**config.mk**
```make
export PLATFORM = sky130hd
export DESIGN_NAME = ess_supervisor
export DESIGN_NICKNAME = d
export VERILOG_FILES = /design/src/rtl/ess_pkg.sv /design/src/rtl/ess_supervisor.sv /design/src/rtl/ess_divider.sv
export SDC_FILE = /design/constraint.sdc
export NUM_CORES = 1
export LEC_CHECK = 0
export ABC_AREA = 0
export BUFFER_PORTS_ARGS = -buffer_cell sky130_fd_sc_hd__buf_2
export CAP_MARGIN = 20
export CORE_AREA = 2 2 199 201
export DETAILED_ROUTE_END_ITERATION = 8
export DIE_AREA = 0 0 201 203
export HOLD_SLACK_MARGIN = 0.03
export PLACE_DENSITY = 0.68
export SYNTH_ARGS = -nofsm -noshare
export SYNTH_HDL_FRONTEND = slang
export SYNTH_SLANG_ARGS = --single-unit
```
**constraint.sdc**
```tcl
create_clock -name sys_clk_in -period 8.2 [get_ports sys_clk_in]
set_input_delay 1.23 -clock sys_clk_in [delete_from_list [all_inputs] [get_ports sys_clk_in]]
set_output_delay 1.23 -clock sys_clk_in [all_outputs]
set_load 0.01 [all_outputs]
```
**src/rtl/ess_pkg.sv**
```systemverilog
// Shared constants of the engine supervision logic
package ess_pkg;

  // ----------------------------------------------------------------
  // Clock and time base
  // ----------------------------------------------------------------
  localparam int CLK_HZ         = 40_000_000;
  localparam int RTC_SEC_S      = 1;
  localparam int RTC_SEC_CYCLES = CLK_HZ * RTC_SEC_S;
  localparam int SEC_PER_MIN    = 60;
  localparam int RPM_PER_HZ     = 60;
  // Quarter seconds in one day: one trim step is one cycle in this many
  localparam int TRIM_DEN       = 86400 * 4;

  // ----------------------------------------------------------------
  // Settings: values after reset, limits and codes
  // ----------------------------------------------------------------
  localparam logic [3:0]  POLE_PAIRS_RST = 4'h2;
  localparam logic [3:0]  POLE_PAIRS_MIN = 4'h1;
  localparam logic [3:0]  POLE_PAIRS_MAX = 4'h8;
  localparam logic        SPEED_SRC_RST  = 1'b1;
  localparam logic        SPEED_SRC_PICKUP = 1'b0;
  localparam logic [7:0]  TEETH_RST      = 8'h1e;
  localparam logic [7:0]  TEETH_MIN      = 8'h01;
  localparam logic [7:0]  TEETH_MAX      = 8'hf4;
  localparam logic [6:0]  FUEL_LO_RST    = 7'h14;
  localparam logic [6:0]  FUEL_HI_RST    = 7'h50;
  localparam logic        CRANK_SWITCH_ONLY = 1'b1;
  localparam logic        CRANK_PRIO_RST = 1'b0;
  localparam logic        PREWARN_RST    = 1'b1;
  localparam logic        LATCH_ALL_RST  = 1'b0;
  localparam logic [4:0]  HYST_RST       = 5'h08;
  localparam logic [4:0]  HYST_MAX       = 5'h1e;
  localparam logic [10:0] FLASH_MIN_RST  = 11'h000;
  localparam logic [10:0] FLASH_MIN_MAX  = 11'h4b0;
  localparam logic        ENG_ONLY_RST   = 1'b0;
  localparam logic [7:0]  TRIM_RST       = 8'h75;
  localparam logic [7:0]  TRIM_FAST_TOP  = 8'h3f;
  localparam logic [7:0]  TRIM_SLOW_TOP  = 8'h7f;
  localparam logic [7:0]  TRIM_SLOW_BASE = 8'h80;

endpackage

```
**src/rtl/ess_supervisor.sv**
```systemverilog
// Engine supervision: speed, fuel pump, crank cut, warnings, timers, clock trim
//
// Contract
// - Speed from frequency times sixty over pole pairs
// - Speed source: 0 pickup, 1 frequency
// - Pickup speed divides pulses by teeth count
// - Pump on below low fuel threshold
// - Pump off above high fuel threshold
// - Crank cut: switch or sender, or switch only
// - Alarm during start delay when prewarn set
// - Latch all keeps warnings until manual reset
// - Low limit raised by hysteresis after mains failure
// - Flashing relay on/off minute timers, dual genset
// - Delayed simulate mains limits run time
// - Engine only mode ignores alternator
// - Trim 0..63 speeds up clock
// - Trim 127 down to 64 slows clock
`timescale 1ns/100ps
`default_nettype none
module ess_supervisor #(
  parameter int WN         = 8,
  parameter int SEC_CYCLES = ess_pkg::RTC_SEC_CYCLES
) (
  // Clock and reset
  input  wire logic          sys_clk_in,
  input  wire logic          rst_in,
  // Settings
  input  wire logic [3:0]    pole_pairs_in,
  input  wire logic          speed_src_in,
  input  wire logic [7:0]    teeth_in,
  input  wire logic [6:0]    fuel_lo_in,
  input  wire logic [6:0]    fuel_hi_in,
  input  wire logic          crank_prio_in,
  input  wire logic          prewarn_in,
  input  wire logic          latch_all_in,
  input  wire logic [4:0]    hyst_in,
  input  wire logic [10:0]   flash_on_min_in,
  input  wire logic [10:0]   flash_off_min_in,
  input  wire logic          eng_only_in,
  input  wire logic [7:0]    rtc_trim_in,
  input  wire logic          dual_genset_in,
  input  wire logic          delayed_sim_in,
  // Pins
  input  wire logic          magnetic_pickup_input,
  input  wire logic          oil_switch_in,
  // Measurements and events
  input  wire logic [15:0]   gen_freq_hz_in,
  input  wire logic [6:0]    fuel_level_in,
  input  wire logic          oil_sender_ok_in,
  input  wire logic          start_delay_in,
  input  wire logic          alarm_req_in,
  input  wire logic          mains_present_in,
  input  wire logic [9:0]    low_limit_in,
  input  wire logic          sim_mains_in,
  input  wire logic [WN-1:0] warn_src_in,
  input  wire logic [WN-1:0] warn_latch_en_in,
  input  wire logic          warn_reset_in,
  // Results
  output logic [15:0]        engine_rpm_out,
  output logic               fuel_pump_out,
  output logic               crank_cut_out,
  output logic               alarm_out,
  output logic [10:0]        eff_low_limit_out,
  output logic               alt_monitor_en_out,
  output logic [WN-1:0]      warn_out,
  output logic               flash_relay_out,
  output logic               sim_run_out,
  output logic               rtc_sec_out
);

  localparam logic [26:0] SEC_LAST = 27'(SEC_CYCLES);
  localparam logic [18:0] TRIM_D   = 19'(ess_pkg::TRIM_DEN);
  localparam logic [5:0]  MIN_LAST = 6'(ess_pkg::SEC_PER_MIN - 1);

  typedef enum logic [1:0] {FL_IDLE, FL_ON, FL_OFF} ess_flash_e;

  typedef struct packed {
    logic [3:0]    pp;
    logic          src;
    logic [7:0]    teeth;
    logic [6:0]    lo;
    logic [6:0]    hi;
    logic          crank;
    logic          prewarn;
    logic          latch_all;
    logic [4:0]    hyst;
    logic [10:0]   on_min;
    logic [10:0]   off_min;
    logic          eng_only;
    logic [7:0]    trim;
    logic [2:0]    mpu_sync;
    logic          mpu_lvl;
    logic [2:0]    osw_sync;
    logic          osw_lvl;
    logic [19:0]   pulses;
    logic [26:0]   rtc_cnt;
    logic [18:0]   trim_acc;
    logic          sec;
    logic [5:0]    sec_cnt;
    logic          min;
    logic          div_go;
    logic [27:0]   div_num;
    logic [7:0]    div_den;
    logic [15:0]   rpm;
    logic          pump;
    logic [WN-1:0] latched;
    logic [WN-1:0] warn;
    logic          crank_cut;
    logic          alarm;
    logic [10:0]   low_lim;
    logic          alt_en;
    ess_flash_e    fl_state;
    logic [10:0]   fl_cnt;
    logic          flash;
    logic          sim_d;
    logic          hold;
    logic [10:0]   hold_cnt;
    logic          sim_run;
  } ess_state_s;

  ess_state_s   st;
  ess_state_s   next_st;
  logic         div_done;
  logic [27:0]  div_quo;

  // Times sixty by shifts
  function automatic logic [27:0] times60(input logic [19:0] x);
    logic [27:0] w;
    w = {8'h00, x};
    return (w << 6) - (w << 2);
  endfunction

  function automatic logic [3:0] clamp_pp(input logic [3:0] v);
    if (v < ess_pkg::POLE_PAIRS_MIN) return ess_pkg::POLE_PAIRS_MIN;
    if (v > ess_pkg::POLE_PAIRS_MAX) return ess_pkg::POLE_PAIRS_MAX;
    return v;
  endfunction

  function automatic logic [7:0] clamp_teeth(input logic [7:0] v);
    if (v < ess_pkg::TEETH_MIN) return ess_pkg::TEETH_MIN;
    if (v > ess_pkg::TEETH_MAX) return ess_pkg::TEETH_MAX;
    return v;
  endfunction

  function automatic logic [10:0] clamp_min(input logic [10:0] v);
    return (v > ess_pkg::FLASH_MIN_MAX) ? ess_pkg::FLASH_MIN_MAX : v;
  endfunction

  ess_divider #(
    .NW (28),
    .DW (8)
  ) u_div (
    .sys_clk_in (sys_clk_in),
    .rst_in     (rst_in),
    .start_in   (st.div_go),
    .num_in     (st.div_num),
    .den_in     (st.div_den),
    .done_out   (div_done),
    .quo_out    (div_quo)
  );

  always_comb begin
    logic        use_freq;
    logic [26:0] rtc_next;
    logic [18:0] acc_sum;
    logic [7:0]  steps;
    logic        fast;
    logic        slow;
    logic        sim_fall;
    use_freq = 1'b0;
    rtc_next = '0;
    acc_sum  = '0;
    steps    = '0;
    fast     = 1'b0;
    slow     = 1'b0;
    sim_fall = 1'b0;
    next_st  = st;

    // Settings, clamped to their legal ranges
    next_st.pp        = clamp_pp(pole_pairs_in);
    next_st.src       = speed_src_in;
    next_st.teeth     = clamp_teeth(teeth_in);
    next_st.lo        = fuel_lo_in;
    next_st.hi        = fuel_hi_in;
    next_st.crank     = crank_prio_in;
    next_st.prewarn   = prewarn_in;
    next_st.latch_all = latch_all_in;
    next_st.hyst      = (hyst_in > ess_pkg::HYST_MAX) ? ess_pkg::HYST_MAX : hyst_in;
    next_st.on_min    = clamp_min(flash_on_min_in);
    next_st.off_min   = clamp_min(flash_off_min_in);
    next_st.eng_only  = eng_only_in;
    next_st.trim      = rtc_trim_in;

    // Pin synchronisers, a change counts once stages two and three agree
    next_st.mpu_sync = {st.mpu_sync[1:0], magnetic_pickup_input};
    next_st.osw_sync = {st.osw_sync[1:0], oil_switch_in};
    if (st.mpu_sync[1] == st.mpu_sync[2]) begin
      next_st.mpu_lvl = st.mpu_sync[2];
    end
    if (st.osw_sync[1] == st.osw_sync[2]) begin
      next_st.osw_lvl = st.osw_sync[2];
    end

    // Trimmed one-second time base
    if (st.trim <= ess_pkg::TRIM_FAST_TOP) begin
      steps = st.trim;
      fast  = 1'b1;
    end else if (st.trim <= ess_pkg::TRIM_SLOW_TOP) begin
      steps = ess_pkg::TRIM_SLOW_BASE - st.trim;
      slow  = 1'b1;
    end
    acc_sum  = st.trim_acc + {11'h000, steps};
    rtc_next = st.rtc_cnt + 27'h0000001;
    if (acc_sum >= TRIM_D) begin
      // A quarter second gained or lost per day and step
      next_st.trim_acc = acc_sum - TRIM_D;
      if (fast) begin
        rtc_next = st.rtc_cnt + 27'h0000002;
      end else if (slow) begin
        rtc_next = st.rtc_cnt;
      end
    end else begin
      next_st.trim_acc = acc_sum;
    end
    next_st.sec = 1'b0;
    next_st.min = 1'b0;
    if (rtc_next >= SEC_LAST) begin
      next_st.rtc_cnt = rtc_next - SEC_LAST;
      next_st.sec     = 1'b1;
    end else begin
      next_st.rtc_cnt = rtc_next;
    end
    if (st.sec) begin
      if (st.sec_cnt == MIN_LAST) begin
        next_st.sec_cnt = '0;
        next_st.min     = 1'b1;
      end else begin
        next_st.sec_cnt = st.sec_cnt + 6'h01;
      end
    end

    // Engine speed, refreshed once per second
    // Without an alternator only the pickup can give speed
    use_freq = st.src && !st.eng_only;
    next_st.div_go = 1'b0;
    if (st.sec) begin
      next_st.div_go = 1'b1;
      if (use_freq) begin
        next_st.div_num = times60({4'h0, gen_freq_hz_in});
        next_st.div_den = {4'h0, st.pp};
      end else begin
        next_st.div_num = times60(st.pulses);
        next_st.div_den = st.teeth;
      end
      next_st.pulses = '0;
    end
    if (!st.mpu_lvl && next_st.mpu_lvl && (next_st.pulses != '1)) begin
      next_st.pulses = next_st.pulses + 20'h00001;
    end
    if (div_done) begin
      next_st.rpm = (div_quo[27:16] != '0) ? 16'hffff : div_quo[15:0];
    end

    // Fuel pump with hysteresis band
    if (fuel_level_in > st.hi) begin
      next_st.pump = 1'b0;
    end else if (fuel_level_in < st.lo) begin
      next_st.pump = 1'b1;
    end else begin
      next_st.pump = st.pump;
    end

    // Crank cut, alarm, voltage limit
    if (st.crank == ess_pkg::CRANK_SWITCH_ONLY) begin
      next_st.crank_cut = st.osw_lvl;
    end else begin
      next_st.crank_cut = st.osw_lvl || oil_sender_ok_in;
    end
    next_st.alarm   = alarm_req_in || (st.prewarn && start_delay_in);
    next_st.low_lim = mains_present_in ? {1'b0, low_limit_in}
                                       : {1'b0, low_limit_in} + {6'h00, st.hyst};
    next_st.alt_en  = !st.eng_only;

    // Warnings; a new fault beats a reset in the same cycle
    next_st.latched = (warn_reset_in ? '0 : st.latched)
                    | (warn_src_in & (st.latch_all ? '1 : warn_latch_en_in));
    next_st.warn    = warn_src_in | next_st.latched;

    // Flashing relay for dual genset systems
    case (st.fl_state)
      FL_IDLE: begin
        next_st.flash = 1'b0;
        if (dual_genset_in && (st.on_min != '0)) begin
          next_st.fl_state = FL_ON;
          next_st.fl_cnt   = '0;
          next_st.flash    = 1'b1;
        end
      end
      FL_ON: begin
        if (st.min) begin
          next_st.fl_cnt = st.fl_cnt + 11'h001;
          if ((next_st.fl_cnt >= st.on_min) && (st.off_min != '0)) begin
            next_st.fl_state = FL_OFF;
            next_st.fl_cnt   = '0;
            next_st.flash    = 1'b0;
          end else if (next_st.fl_cnt >= st.on_min) begin
            next_st.fl_cnt = '0;
          end
        end
      end
      FL_OFF: begin
        if (st.min) begin
          next_st.fl_cnt = st.fl_cnt + 11'h001;
          if ((next_st.fl_cnt >= st.off_min) && (st.on_min != '0)) begin
            next_st.fl_state = FL_ON;
            next_st.fl_cnt   = '0;
            next_st.flash    = 1'b1;
          end else if (next_st.fl_cnt >= st.off_min) begin
            next_st.fl_cnt = '0;
          end
        end
      end
      default: begin
        next_st.fl_state = FL_IDLE;
        next_st.flash    = 1'b0;
      end
    endcase
    if (!dual_genset_in) begin
      next_st.fl_state = FL_IDLE;
      next_st.flash    = 1'b0;
    end

    // Delayed simulate mains: run on for at most the ON time
    next_st.sim_d = sim_mains_in;
    sim_fall      = st.sim_d && !sim_mains_in;
    if (sim_mains_in || !delayed_sim_in) begin
      next_st.hold = 1'b0;
    end else if (sim_fall && (st.on_min != '0)) begin
      next_st.hold     = 1'b1;
      next_st.hold_cnt = '0;
    end else if (st.hold && st.min) begin
      next_st.hold_cnt = st.hold_cnt + 11'h001;
      if (next_st.hold_cnt >= st.on_min) begin
        next_st.hold = 1'b0;
      end
    end
    next_st.sim_run = sim_mains_in || next_st.hold;
  end

  always_ff @(posedge sys_clk_in) begin
    if (rst_in) begin
      st           <= '0;
      st.pp        <= ess_pkg::POLE_PAIRS_RST;
      st.src       <= ess_pkg::SPEED_SRC_RST;
      st.teeth     <= ess_pkg::TEETH_RST;
      st.lo        <= ess_pkg::FUEL_LO_RST;
      st.hi        <= ess_pkg::FUEL_HI_RST;
      st.crank     <= ess_pkg::CRANK_PRIO_RST;
      st.prewarn   <= ess_pkg::PREWARN_RST;
      st.latch_all <= ess_pkg::LATCH_ALL_RST;
      st.hyst      <= ess_pkg::HYST_RST;
      st.on_min    <= ess_pkg::FLASH_MIN_RST;
      st.off_min   <= ess_pkg::FLASH_MIN_RST;
      st.eng_only  <= ess_pkg::ENG_ONLY_RST;
      st.trim      <= ess_pkg::TRIM_RST;
      st.alt_en    <= 1'b1;
      st.fl_state  <= FL_IDLE;
    end else begin
      st <= next_st;
    end
  end

  assign engine_rpm_out     = st.rpm;
  assign fuel_pump_out      = st.pump;
  assign crank_cut_out      = st.crank_cut;
  assign alarm_out          = st.alarm;
  assign eff_low_limit_out  = st.low_lim;
  assign alt_monitor_en_out = st.alt_en;
  assign warn_out           = st.warn;
  assign flash_relay_out    = st.flash;
  assign sim_run_out        = st.sim_run;
  assign rtc_sec_out        = st.sec;

endmodule
`default_nettype wire

```
**src/rtl/ess_divider.sv**
```systemverilog
// Sequential restoring divider used for the speed conversion
`timescale 1ns/100ps
`default_nettype none
module ess_divider #(
  parameter int NW = 28,
  parameter int DW = 8
) (
  // Clock and reset
  input  wire logic          sys_clk_in,
  input  wire logic          rst_in,
  // Request
  input  wire logic          start_in,
  input  wire logic [NW-1:0] num_in,
  input  wire logic [DW-1:0] den_in,
  // Answer
  output logic               done_out,
  output logic [NW-1:0]      quo_out
);

  typedef struct packed {
    logic            busy;
    logic [5:0]      cnt;
    logic [NW-1:0]   num;
    logic [DW-1:0]   den;
    logic [DW:0]     rem;
    logic            done;
    logic [NW-1:0]   quo;
  } ess_div_s;

  ess_div_s st;
  ess_div_s next_st;

  always_comb begin
    logic [DW:0] trial;
    trial = '0;
    next_st = st;
    next_st.done = 1'b0;
    if (!st.busy) begin
      if (start_in) begin
        next_st.busy = 1'b1;
        next_st.cnt  = 6'(NW);
        next_st.num  = num_in;
        next_st.den  = den_in;
        next_st.rem  = '0;
      end
    end else begin
      trial = {st.rem[DW-1:0], st.num[NW-1]};
      next_st.num = {st.num[NW-2:0], 1'b0};
      if (trial >= {1'b0, st.den}) begin
        next_st.rem = trial - {1'b0, st.den};
        next_st.num[0] = 1'b1;
      end else begin
        next_st.rem = trial;
      end
      next_st.cnt = st.cnt - 6'h01;
      if (st.cnt == 6'h01) begin
        next_st.busy = 1'b0;
        next_st.done = 1'b1;
        // A zero divisor saturates rather than hanging
        next_st.quo  = (st.den == '0) ? '1 : {st.num[NW-2:0], next_st.num[0]};
      end
    end
  end

  always_ff @(posedge sys_clk_in) begin
    if (rst_in) begin
      st <= '0;
    end else begin
      st <= next_st;
    end
  end

  assign done_out = st.done;
  assign quo_out  = st.quo;

endmodule
`default_nettype wire

```
* After elaboration in Yosys (flattened, before gate mapping) *
Cells that the tools add are included.

storage, ports and cells
  flip-flop bits (word level) = 340
  input port bits = 127
  output and inout bits = 42
  word-level logic and storage cells = 209

cells by class
  add/sub/neg operators = 15
  order comparisons = 17
  equality and inequality tests = 12
  multiplexer cells = 66
  bitwise gates (word level) = 7
  reductions and logical operators = 40

operators by type and width
  cell                    count
  $mux 27                 4
  $mux 8                  10
  $mux 11                 6
  $mux 52                 1
  $mux 14                 3
  $mux 20                 2
  $mux 37                 1
  $mux 36                 1
  $mux 35                 1
  $ge 11x11->1            3
  $pmux 11 s3             1
  $mux 29                 1
  $mux 28                 1
  $add 27x1->27 const B   1
  $add 27x2->27 const B   1
  $ge 27x26->1 const B    1
  $sub 26x22->27          1
  $sub 27x26->27 const B  1
  $mux 12                 2
  $sub 22x18->23          1
  $add 11x1->11 const B   2
  $gt 11x11->1 const B    2
  $reduce_bool 11->1      2
  $add 20x1->20 const B   1
  other kinds (50)        107

* Longest topological paths before layout *
Gate-level depths: netlist (run 1).

  depth in word-level cells = 8
  depth in mapped cells = 26
  depth with buffers taken out = 25

* Cells and area by module *
From an unflattened synthesis (run 1), not the netlist that was laid out.

unflattened totals
  cells, all modules = 2398
  area total of the unflattened synthesis = 19680.1 µm²

modules (own cells, without submodules)
  module          times used  cells each  area an instance (µm²)
  ess_supervisor  1           1924        15805.2
  ess_divider     1           474         3875.0

* Worst setup path after synthesis (run 1) *
Ideal clock, no wire load.

  path kind = register to register
  start = register st[194] in the netlist's numbering
  end = register st[154] in the netlist's numbering
  library setup time = 0.070 ns
  arrival = 5.023 ns
  required time = 8.130 ns
  setup slack = 3.106 ns
  cell stages (with the launch flop) = 22
  period minus slack after synthesis = 5.094 ns
  path through = dfxtp_1 > or3_1 > o31ai_1 > xor2_1 > nor2_1 > ha_1 > buf_2 > a21oi_1 > a21oi_4 > o21ai_2 > or4b_1 > o211ai_2 > and4b_1 > nor3_4 > o31ai_2 > xor2_1 > nor3b_2 > or4bb_1 > a2bb2oi_2 > buf_2 > or3_1 > a21oi_1

on the way
  word-level cells in the longest chain between the ends = 8
  elaborated cells between the ends (all ways) = 16

RTL lines
  item                                            RTL line                                      RTL
  start, declared                                 ess_supervisor.sv:121                         ess_state_s st;
  start signal, assigned                          ess_supervisor.sv:369                         st <= next_st;
  $sub 8x8->8 or $le 8x7->1 (tied branches)       ess_supervisor.sv:209, ess_supervisor.sv:208
  $mux 8 or $mux 1 (tied branches)                ess_supervisor.sv:208                         end else if (st.trim <= ess_pkg::TRIM_SLOW_TOP) begin
  $mux 8 or $mux 1 (tied branches)                ess_supervisor.sv:205                         if (st.trim <= ess_pkg::TRIM_FAST_TOP) begin
  $add 19x8->19 or $mux 27 (tied branches)        ess_supervisor.sv:212, ess_supervisor.sv:219
  $ge 19x19->1 or $mux 27 (tied branches)         ess_supervisor.sv:214, ess_supervisor.sv:217
  $mux 27 (*)                                     ess_supervisor.sv:214                         if (acc_sum >= TRIM_D) begin
  $sub 27x26->27 or $ge 27x26->1 (tied branches)  ess_supervisor.sv:228, ess_supervisor.sv:227
  $mux 27 (*)                                     ess_supervisor.sv:227                         if (rtc_next >= SEC_LAST) begin

Mark *: on every way between the ends. The rest lies on a longest branch, timed or not.
A chain may end at the register's enable or synchronous reset.

* Final worst setup path (run 1) *
  start = register st[194] in the netlist's numbering
  end = register st[159] in the netlist's numbering

Same word-level chain as after synthesis.

==> impl_metrics.json, run 1 <==
{
  "finalCritPeriodShare": 0.756,
  "grt_max_degree": 106,
  "finalHoldWorstSlack_ns": 0.433,
  "worstPathArrival_ns": 6.66,
  "min_path_type": "reg2reg",
  "ant_nets": 0,
  "routedWlPerCell_um": 15.5,
  "worst-endpoint-required_ns": 8.66,
  "final_util": 0.556,
  "fmax_mhz": 161,
  "total_power_uw": 3930,
  "syn_nets": 2553,
  "fin_crit_ns": 6.20,
  "cts_tree": "done",
  "drt_iter0_markers": 907,
  "dieArea_um2": 40800,
  "via_per_inst": 5.55,
  "slew_headroom": 0.254,
  "initial_utilization": 0.498,
  "crit_fanout": 23,
  "cts.path.max_buffers": 3,
  "clock_skew_ns": 0.0195,
  "finalSetupViolations": 0,
  "worst_slew_pin_slew_ns": 1.12,
  "ioPinCount": 169,
  "drive_gt1_frac": 0.144,
  "cp_top_family": "simple AND/OR/NAND/NOR gates",
  "path_clk_slew_ns": 0.06,
  "outcome": "finished, final reports clean",
  "syn_area_per_cell_um2": 8.29,
  "drv_cap": 0,
  "crit_path_cell_trace": "or3_1 > o31ai_1 > xor2_1 > nor2_1 > ha_1 > o211ai_1 > a21boi_1 > o21a_1 > nand2_1 > xnor2_1 > ha_1 > nor2b_1 > a21oi_1 > nor3_4 > o31ai_2 > xor2_1 > nor3b_2 > or4bb_1 > a2bb2oi_2 > or4_1 > a21oi_1",
  "hpwlAfterDp_um": 32900,
  "slowest_stage": "nor3_4",
  "peakVddDrop_uv": 191,
  "tns_ns": 0,
  "cts_buffers": 38,
  "synth-edff-count": 0,
  "nets": 2625,
  "routed_wirelength_um": 45300,
  "grt_pass1_wl_um": 75900,
  "vias": 16300,
  "portBuffers": 168,
  "clock-root-buffer": "clkbuf_16",
  "syn_inst": 2311,
  "synth-seq-cells": 337,
  "cp-start-kind": "flop",
  "area_delta_synth_final_pct": 11.7,
  "antenna_found_initial": 0,
  "synthArstFlopShare": 0,
  "synthesis.area_um2": 19100,
  "core_um2": 38500,
  "h-tree-depth": 2,
  "criticalPathCategory": "reg2reg",
  "n_antenna_cell": 0,
  "place.gp.congestion": 0.908,
  "ys_warn_count": 0,
  "post_cts_resize_count": 0,
  "p_leak_uw": 0.00877,
  "synth_cell_types": 93,
  "grt_pass1_vias": 15800,
  "row_count": 72,
  "grt_overflow": 0,
  "stdcell_count": 2929,
  "synth_flop_cell": "dfxtp_1",
  "cp-end-kind": "flop",
  "path_buf_inv": 0,
  "firstDrtPassIters": 5,
  "clock_latency_ns": 0.55,
  "yosysSeqAreaShare": 0.352,
  "crit_path_max_incr_delay_ns": 0.66,
  "cts.sinks": 337,
  "hold_violations": 0,
  "grt_use_total": 0.219,
  "dieHeight_um": 203,
  "postCtsSetupRepairBufs": 0,
  "dp.cells": 2861,
  "maxSlewViolCount": 0,
  "rsz0062_at_grt": "false",
  "power_density_nw_per_um2": 184,
  "drc": 0,
  "holdBufCountCts": 0,
  "die_w_um": 201
}
cell usage in the layout (no fill, tap or decap), drive strengths merged, types with 12 or more instances in the layout:
cell | netlist | routed
nor4 | 19 | 19
clkbuf | 84 | 53
buf | 62 | 178
inv | 119 | 124
a21boi | 13 | 13
a211oi | 13 | 13
mux2i | 48 | 48
or2 | 24 | 24
nand3 | 47 | 47
or3 | 20 | 20
nand2 | 179 | 179
nand4 | 34 | 34
nor2b | 70 | 70
a21oi | 159 | 159
o31a | 12 | 12
and2 | 15 | 15
nand2b | 37 | 37
nor3b | 24 | 24
xnor2 | 84 | 84
o21ai | 96 | 96
ha | 112 | 112
dfxtp | 337 | 337
a21o | 38 | 38
nor2 | 278 | 278
xor2 | 57 | 57
nor3 | 58 | 58
a31oi | 16 | 16
o21a | 32 | 32
and3 | 34 | 34
o221a | 44 | 44
a311oi | 17 | 17
synthesized netlist by cell type (9+ instances only):
library cell	instances	share of area
a211oi_1	12	0.0047
a21boi_0	9	0.0035
a21o_1	38	0.015
a21oi_1	156	0.041
a22oi_1	10	0.0039
a311oi_1	17	0.0078
a31oi_1	16	0.0052
and2_1	14	0.0046
and3_1	34	0.011
and4_1	10	0.0046
buf_1	18	0.0035
buf_2	9	0.0024
buf_4	35	0.014
clkbuf_1	84	0.016
dfxtp_1	337	0.35
ha_1	112	0.073
inv_1	119	0.023
mux2i_1	47	0.025
nand2_1	178	0.035
nand2b_1	37	0.012
nand3_1	46	0.012
nand3b_1	10	0.0039
nand4_1	34	0.011
nor2_1	278	0.054
nor2b_1	70	0.023
nor3_1	56	0.015
nor3b_1	23	0.0090
nor4_1	18	0.0059
o21a_1	32	0.013
o21ai_0	92	0.024
o221a_2	44	0.026
o31a_1	12	0.0055
or2_2	24	0.0078
or3_1	20	0.0065
xnor2_1	84	0.038
xor2_1	57	0.026
power breakdown:
part | internal, µW | total, µW | switching (µW)
sequential | 1680 | 1710 | 24.3
clock | 1100 | 1800 | 697
combinational | 175 | 422 | 247
registers in the layout (all words and copies together), names as in the netlist:
register,flops
fuel_pump_out,1
next_st,4
engine_rpm_out,16
u_div.quo_out,28
u_div.done_out,1
st,211
rtc_sec_out,1
sim_run_out,1
alarm_out,1
eff_low_limit_out,11
crank_cut_out,1
flash_relay_out,1
u_div.st,51
warn_out,8
alt_monitor_en_out,1
per-layer routing:
metal / wire [µm] / global-route usage / vias to the layer above
li1: - / - / 8220
met1: 20900 / 0.281 / 7607
met2: 21300 / 0.377 / 350
met3: 1870 / 0.0311 / 84
met4: 1200 / 0.0754 / 0
met5: 0 / 0 / -
worst reg2reg max path: cells and delay by family, from the launching register on:
kind	cells	cell delay, ns
compound gates	8	1.76
xor+xnor	3	0.54
simple gates	8	2.82
flops	1	0.30
fa+ha+maj	2	0.69
worst paths after layout:
kind | from | end | slack (ns) | cells past startpoint
min reg2reg | next_st[188] | next_st[189] | 0.43 | 1
max | st[194] | st[159] | 2.00 | 21
max reg2reg | st[194] | st[159] | 2.00 | 21
min | next_st[188] | next_st[189] | 0.43 | 1
through the flow:
stage | setup WS, ns | area [µm²]
after floorplan | 3.11 | 19100
after global placement | 2.21 | 20000
after detailed placement | 2.10 | 20000
after CTS | 2.05 | 21400
after global routing | 1.48 | 21400
final | 2.00 | 21400
cells by family (layout without fill, tap and decap cells):
| family | Yosys count | in the layout | share of synthesized area |
|---|---|---|---|
| AOI/OAI and AO/OA | 517 | 517 | 0.187 |
| buffers and inverters | 266 | 366 | 0.0596 |
| DFF | 337 | 337 | 0.352 |
| other | 1 | 1 | 0.000196 |
| xor gates and xnor gates | 141 | 141 | 0.0645 |
| muxes | 50 | 50 | 0.0271 |
| adders and majority gates | 115 | 115 | 0.0763 |
| and+or+nand+nor | 884 | 884 | 0.233 |
cell type report:
class / count / area, µm²
clock buffer: 53 / 1140
tap: 518 / 648
sequential: 337 / 6750
clock inverter: 15 / 205
fill: 3517 / 17100
inverter: 120 / 450
timing repair buffer: 178 / 922
multi-input combinational: 1708 / 11300
(Power assumes the default switching activity.)
==> inputs of run 2 (changes only) <==
--- a/config.mk
+++ b/config.mk
@@ -12,7 +12,7 @@
 export DETAILED_ROUTE_END_ITERATION = 8
 export DIE_AREA = 0 0 201 203
 export HOLD_SLACK_MARGIN = 0.03
-export PLACE_DENSITY = 0.68
+export PLACE_DENSITY = 0.71
 export SYNTH_ARGS = -nofsm -noshare
 export SYNTH_HDL_FRONTEND = slang
 export SYNTH_SLANG_ARGS = --single-unit
==> constraint.sdc (replaced) <==
create_clock -name sys_clk_in -period 5 [get_ports sys_clk_in]
set_input_delay 0.75 -clock sys_clk_in [delete_from_list [all_inputs] [get_ports sys_clk_in]]
set_output_delay 0.75 -clock sys_clk_in [all_outputs]
set_load 0.01 [all_outputs]
==> run 2 against run 1 <==
  * The flow now finishes with violations (setup timing)
  * Utilization up 3.4 points
  * Via count up 3.4%
  * Setup slack worse by 2.2 ns
  * Clock power up 69%
  * Hold slack worse by 0.048 ns
  * Critical path type unchanged
  * Critical endpoint is now st[160]
==> impl_metrics.json, run 2 (same netlist as run 1, synthesis figures left out) <==
{
  "clock_latency_ns": 0.55,
  "crit_top_cell": "o31ai_4",
  "cts.path.max_buffers": 3,
  "slew_headroom": 0.302,
  "core_um2": 38500,
  "path_buf_inv": 1,
  "vias": 16800,
  "comb_power_share": 0.126,
  "layout_common_cells": "332 x dfxtp_1, 273 x nor2_1, 176 x nand2_1",
  "fmax_mhz": 192,
  "path_clk_slew_ns": 0.06,
  "rsz0062_at_grt": "true",
  "cts.sinks": 337,
  "row_count": 72,
  "die_w_um": 201,
  "grt_max_degree": 130,
  "p_seq_frac": 0.419,
  "tns_ns": -1.76,
  "final_util": 0.590,
  "fin_crit_ns": 5.20,
  "grt_pass1_vias": 16500,
  "finalSetupViolations": 16,
  "finalCritPeriodShare": 1.04,
  "cts_tree": "done",
  "grt_use_total": 0.229,
  "regMostFlops": "st",
  "largest_register_ffs": 211,
  "cts_buffers": 38,
  "dieHeight_um": 203,
  "swShare": 0.249,
  "firstDrtPassIters": 5,
  "fin_ws_ns": -0.202,
  "met2_length_um": 22400,
  "peakVddDrop_uv": 247,
  "via_per_inst": 5.54,
  "outcome": "finished, violations left",
  "ant_nets": 0,
  "cp-start-kind": "flop",
  "dieArea_um2": 40800,
  "h-tree-depth": 2,
  "hold_violations": 0,
  "maxSlewViolCount": 0,
  "finalHoldWorstSlack_ns": 0.386,
  "worst_slew_pin_slew_ns": 1.05,
  "crit_fanout": 7,
  "p_clk_frac": 0.455,
  "nets": 2729,
  "drv_cap": 0,
  "top_layer": "met4",
  "area_delta_synth_final_pct": 18.5,
  "place.gp.congestion": 0.946,
  "worstPathArrival_ns": 5.64,
  "routed-wl-met3_um": 2050,
  "drive_gt1_frac": 0.207,
  "min_path_type": "in2reg",
  "routed_wirelength_um": 47500,
  "crit_path_max_incr_delay_ns": 0.59,
  "slowest_stage": "or4bb_4",
  "stdcell_count": 3034,
  "portBuffers": 168,
  "ioPinCount": 169,
  "crit_path_cell_trace": "or3_4 > o31ai_4 > xor2_1 > nor2_1 > ha_1 > o211ai_1 > a21boi_1 > o21a_1 > nand2_2 > xnor2_2 > ha_2 > nor2b_4 > a21oi_4 > nor3_4 > o31ai_4 > xor2_2 > nor3b_4 > or4bb_4 > a2bb2oi_4 > buf_6 > or3_1 > and3_1",
  "clock-root-buffer": "clkbuf_16",
  "violations": "setup timing",
  "cp-end-kind": "flop",
  "power_density_nw_per_um2": 295,
  "p_int_uw": 5030,
  "dp.cells": 2948,
  "criticalPathCategory": "reg2reg",
  "clock_skew_ns": 0.0129,
  "layout_commonest_cell": "dfxtp_1",
  "n_antenna_cell": 0,
  "cp_top_family": "simple AND/OR/NAND/NOR gates",
  "drc": 0,
  "hpwlAfterDp_um": 34100,
  "grt_pass1_wl_um": 79400,
  "grt_overflow": 0,
  "drt_iter0_markers": 875,
  "initial_utilization": 0.498,
  "switchingPower_uw": 1670,
  "p_leak_uw": 0.00940,
  "routedLengthMet1_um": 21500,
  "antenna_found_initial": 1,
  "routedWlPerCell_um": 15.6,
  "worst-endpoint-required_ns": 5.44,
  "holdBufCountCts": 0
}
[run 2: timing repair]
action / CTS / global route
pin swaps: 25 / 32
resized for setup: 44 / 51
buffers inserted: 10 / 8
endpoints found under the setup margin: 18 / 19
[run 2: area by class of cell]
cell class,count,area (µm²)
flip-flops and latches,337,6750
fillers,3409,15800
clock buffers,50,1120
repair buffers,282,1750
clock inverters,19,277
inverters,120,450
multi-input cells,1708,11700
well taps,518,648
[run 2: path summary, 6_finish.rpt]
kind | slack [ns] | startpoint | to | cells past startpoint
min | 0.39 | prewarn_in | st[231] | 2
min reg2reg | 0.42 | st[202] | alt_monitor_en_out | 1
max | -0.20 | st[195] | st[160] | 22
max reg2reg | -0.20 | st[195] | st[160] | 22
[run 2: power by group through the flow]
stage / Sequential [µW] / Clock, µW / Combinational [µW]
after floorplan: 2850 / 0 / 525
after global placement: 2860 / 0 / 732
after detailed placement: 2860 / 0 / 757
after global routing: 2810 / 3210 / 932
final: 2800 / 3050 / 844
after CTS: 2800 / 3120 / 794
[run 2: per-stage QoR]
step | power, µW | setup slack [ns] | instance area [µm²]
2_1_floorplan | 3370 | 0.00438 | 19200
3_3_place_gp | 3590 | -0.154 | 20700
3_5_place_dp | 3620 | -0.358 | 20700
4_1_cts | 6710 | -0.127 | 22400
5_1_grt | 6950 | -0.438 | 22700
6_report | 6690 | -0.202 | 22700
[run 2: worst register-to-register path, stage by stage, from the launching register on]
cell and delay (ns):
dfxtp_2 0.33, or3_4 0.40, o31ai_4 0.18, xor2_1 0.17
nor2_1 0.07, ha_1 0.34, o211ai_1 0.15, a21boi_1 0.21
o21a_1 0.21, nand2_2 0.09, xnor2_2 0.23, ha_2 0.24
nor2b_4 0.06, a21oi_4 0.22, nor3_4 0.09, o31ai_4 0.30
xor2_2 0.14, nor3b_4 0.24, or4bb_4 0.59, a2bb2oi_4 0.19
buf_6 0.15, or3_1 0.30, and3_1 0.18
[run 2: metal layers]
metal  track usage  vias up
met5             0        -
met4        0.0836        0
met3        0.0348      102
met2         0.400      352
met1         0.286     7920
li1              -     8432
==> inputs of run 3 (changes only) <==
--- a/config.mk
+++ b/config.mk
@@ -6,7 +6,7 @@
 export NUM_CORES = 1
 export LEC_CHECK = 0
 export ABC_AREA = 0
-export BUFFER_PORTS_ARGS = -buffer_cell sky130_fd_sc_hd__buf_2
+export BUFFER_PORTS_ARGS = -buffer_cell sky130_fd_sc_hd__buf_4
 export CAP_MARGIN = 20
 export CORE_AREA = 2 2 199 201
 export DETAILED_ROUTE_END_ITERATION = 8
==> run 3 against run 2 <==
  * The run still ends with setup timing left
  * Combinational power is 3.6% higher
  * Cell area is 1.5% higher
  * Sequential power about the same
  * Total power down 3.2%
  * First-iteration DRC count grew 0.69%
  * Routed wire length increased by 1.7%
  * Critical path depth decreased by 1
  * Clock skew is 0.0023 ns lower
  * Clock-buffer cell count increased by 3
  * Sequential cell count did not move
  * Maximum frequency up 0.60%
  * Critical endpoint is now st[154]
  * Largest power group unchanged
==> impl_metrics.json, run 3 (same netlist as run 1, synthesis figures left out) <==
{
  "outcome": "finished, violations left",
  "violations": "setup timing",
  "dieArea_um2": 40800,
  "fin_crit_ns": 5.17,
  "path_clk_slew_ns": 0.06,
  "finalCritPeriodShare": 1.03,
  "fin_ws_ns": -0.171,
  "regMostFlops": "st",
  "finalSetupViolations": 16,
  "worst-endpoint-required_ns": 5.48,
  "worstPathArrival_ns": 5.65,
  "grt_use_total": 0.235,
  "antenna_found_initial": 0,
  "cts.path.max_buffers": 3,
  "routed_wirelength_um": 48300,
  "grt_max_degree": 184,
  "worst_slew_pin_slew_ns": 1.02,
  "grt_overflow": 0,
  "largest_register_ffs": 211,
  "clock_latency_ns": 0.56,
  "portBuffers": 168,
  "ant_nets": 0,
  "routedWlPerCell_um": 15.8,
  "vias": 16900,
  "cts.sinks": 337,
  "firstDrtPassIters": 5,
  "min_path_type": "in2reg",
  "dieHeight_um": 203,
  "area_delta_synth_final_pct": 20.3,
  "dpl_cell_area_um2": 21300,
  "nets": 2748,
  "hpwlAfterDp_um": 34400,
  "criticalPathCategory": "reg2reg",
  "core_um2": 38500,
  "drt_iter0_markers": 881,
  "drive_gt1_frac": 0.203,
  "n_antenna_cell": 0,
  "cp-end-kind": "flop",
  "h-tree-depth": 2,
  "ioPinCount": 169,
  "tns_ns": -1.67,
  "layout_commonest_cell": "dfxtp_1",
  "cts_tree": "done",
  "rsz0062_at_grt": "true",
  "fmax_mhz": 193,
  "power_density_nw_per_um2": 281,
  "peakVddDrop_uv": 207,
  "drv_cap": 0,
  "grt_pass1_wl_um": 81100,
  "initial_utilization": 0.498,
  "fillCellCount": 3453,
  "design_area_um2": 23000,
  "clock-root-buffer": "clkbuf_16",
  "cts_buffers": 39,
  "die_w_um": 201,
  "layout_common_cells": "334 x dfxtp_1, 290 x buf_4, 276 x nor2_1",
  "row_count": 72,
  "place.gp.congestion": 0.951,
  "p_leak_uw": 0.00954,
  "clock_skew_ns": 0.0107,
  "cp-start-kind": "flop",
  "maxSlewViolCount": 0,
  "crit_fanout": 7,
  "slew_headroom": 0.320,
  "grt_pass1_vias": 17000,
  "hold_violations": 0,
  "via_per_inst": 5.53,
  "drc": 0
}
[run 3: cell types whose count changed in the layout (fill, tap and decap cells not counted), moves of 3 or more]
cell	change
clkbuf_1	+6
o21ai_0	+3
clkbuf_8	-4
nor2_1	+3
buf_2	-167
nor3_2	+3
bufinv_16	-4
buf_4	+185
[run 3: layout make-up]
| cell class | instances | area [µm²] | share of cell area |
|---|---|---|---|
| repair buffers | 299 | 2300 | 0.0997 |
| multi-input cells | 1709 | 11600 | 0.505 |
| flip-flops and latches | 337 | 6750 | 0.293 |
| clock buffers | 53 | 1110 | 0.0482 |
| inverters | 120 | 450 | 0.0196 |
| well taps | 518 | 648 | 0.0281 |
| clock inverters | 15 | 146 | 0.00635 |
[run 3: final timing paths]
| path | startpoint | to | slack, ns | depth (start not counted) |
|---|---|---|---|---|
| max reg2reg | st[196] | st[154] | -0.17 | 21 |
| min | pole_pairs_in[3] | st[256] | 0.37 | 2 |
| max | st[196] | st[154] | -0.17 | 21 |
| min reg2reg | st[202] | alt_monitor_en_out | 0.41 | 1 |
[run 3: report_power, final]
group          internal (µW)  leakage, µW  total, µW  switching [µW]
logic                    420      0.00617        874             455
clock network           1660     0.000623       2810            1150
registers               2760      0.00274       2800            37.6
[run 3: layer usage]
layer | routed length [µm] | part of all wire | track usage
met1 | 21300 | 0.44 | 0.288
met2 | 23300 | 0.48 | 0.413
met3 | 2270 | 0.047 | 0.0368
met4 | 1440 | 0.030 | 0.0947
met5 | 0 | 0 | 0
[run 3: per-stage QoR]
step,cells,hold WS [ns],utilization,power (µW),setup slack (ns)
after floorplan,2311,0.366,-,3370,0.00438
after global placement,2962,0.393,0.553,3650,-0.175
after detailed placement,2962,0.400,0.553,3670,-0.349
after CTS,3046,0.348,0.593,6530,-0.117
after global routing,3051,0.362,0.599,6760,-0.444
final,3051,0.373,0.599,6480,-0.171
[run 3: critical path, cell delays in order (launching register included)]
cell	delay, ns
dfxtp_1	0.31
or3_4	0.40
o31ai_4	0.19
xor2_1	0.19
nor2_1	0.08
ha_2	0.35
o211ai_1	0.14
a21boi_1	0.22
buf_4	0.15
o21ai_2	0.07
or4b_4	0.50
o211ai_4	0.12
and4b_2	0.34
o31ai_4	0.08
a21oi_2	0.24
xnor2_2	0.14
and2_4	0.16
or4bb_4	0.56
a2bb2oi_4	0.19
buf_6	0.16
or3_4	0.39
a21oi_2	0.12
[run 3: repair_timing]
item	CTS	global route
pin swaps	25	24
resized for setup	38	33
setup buffers	15	5
setup endpoints to repair	16	19
gates cloned	1	0
hold buffers	0	0
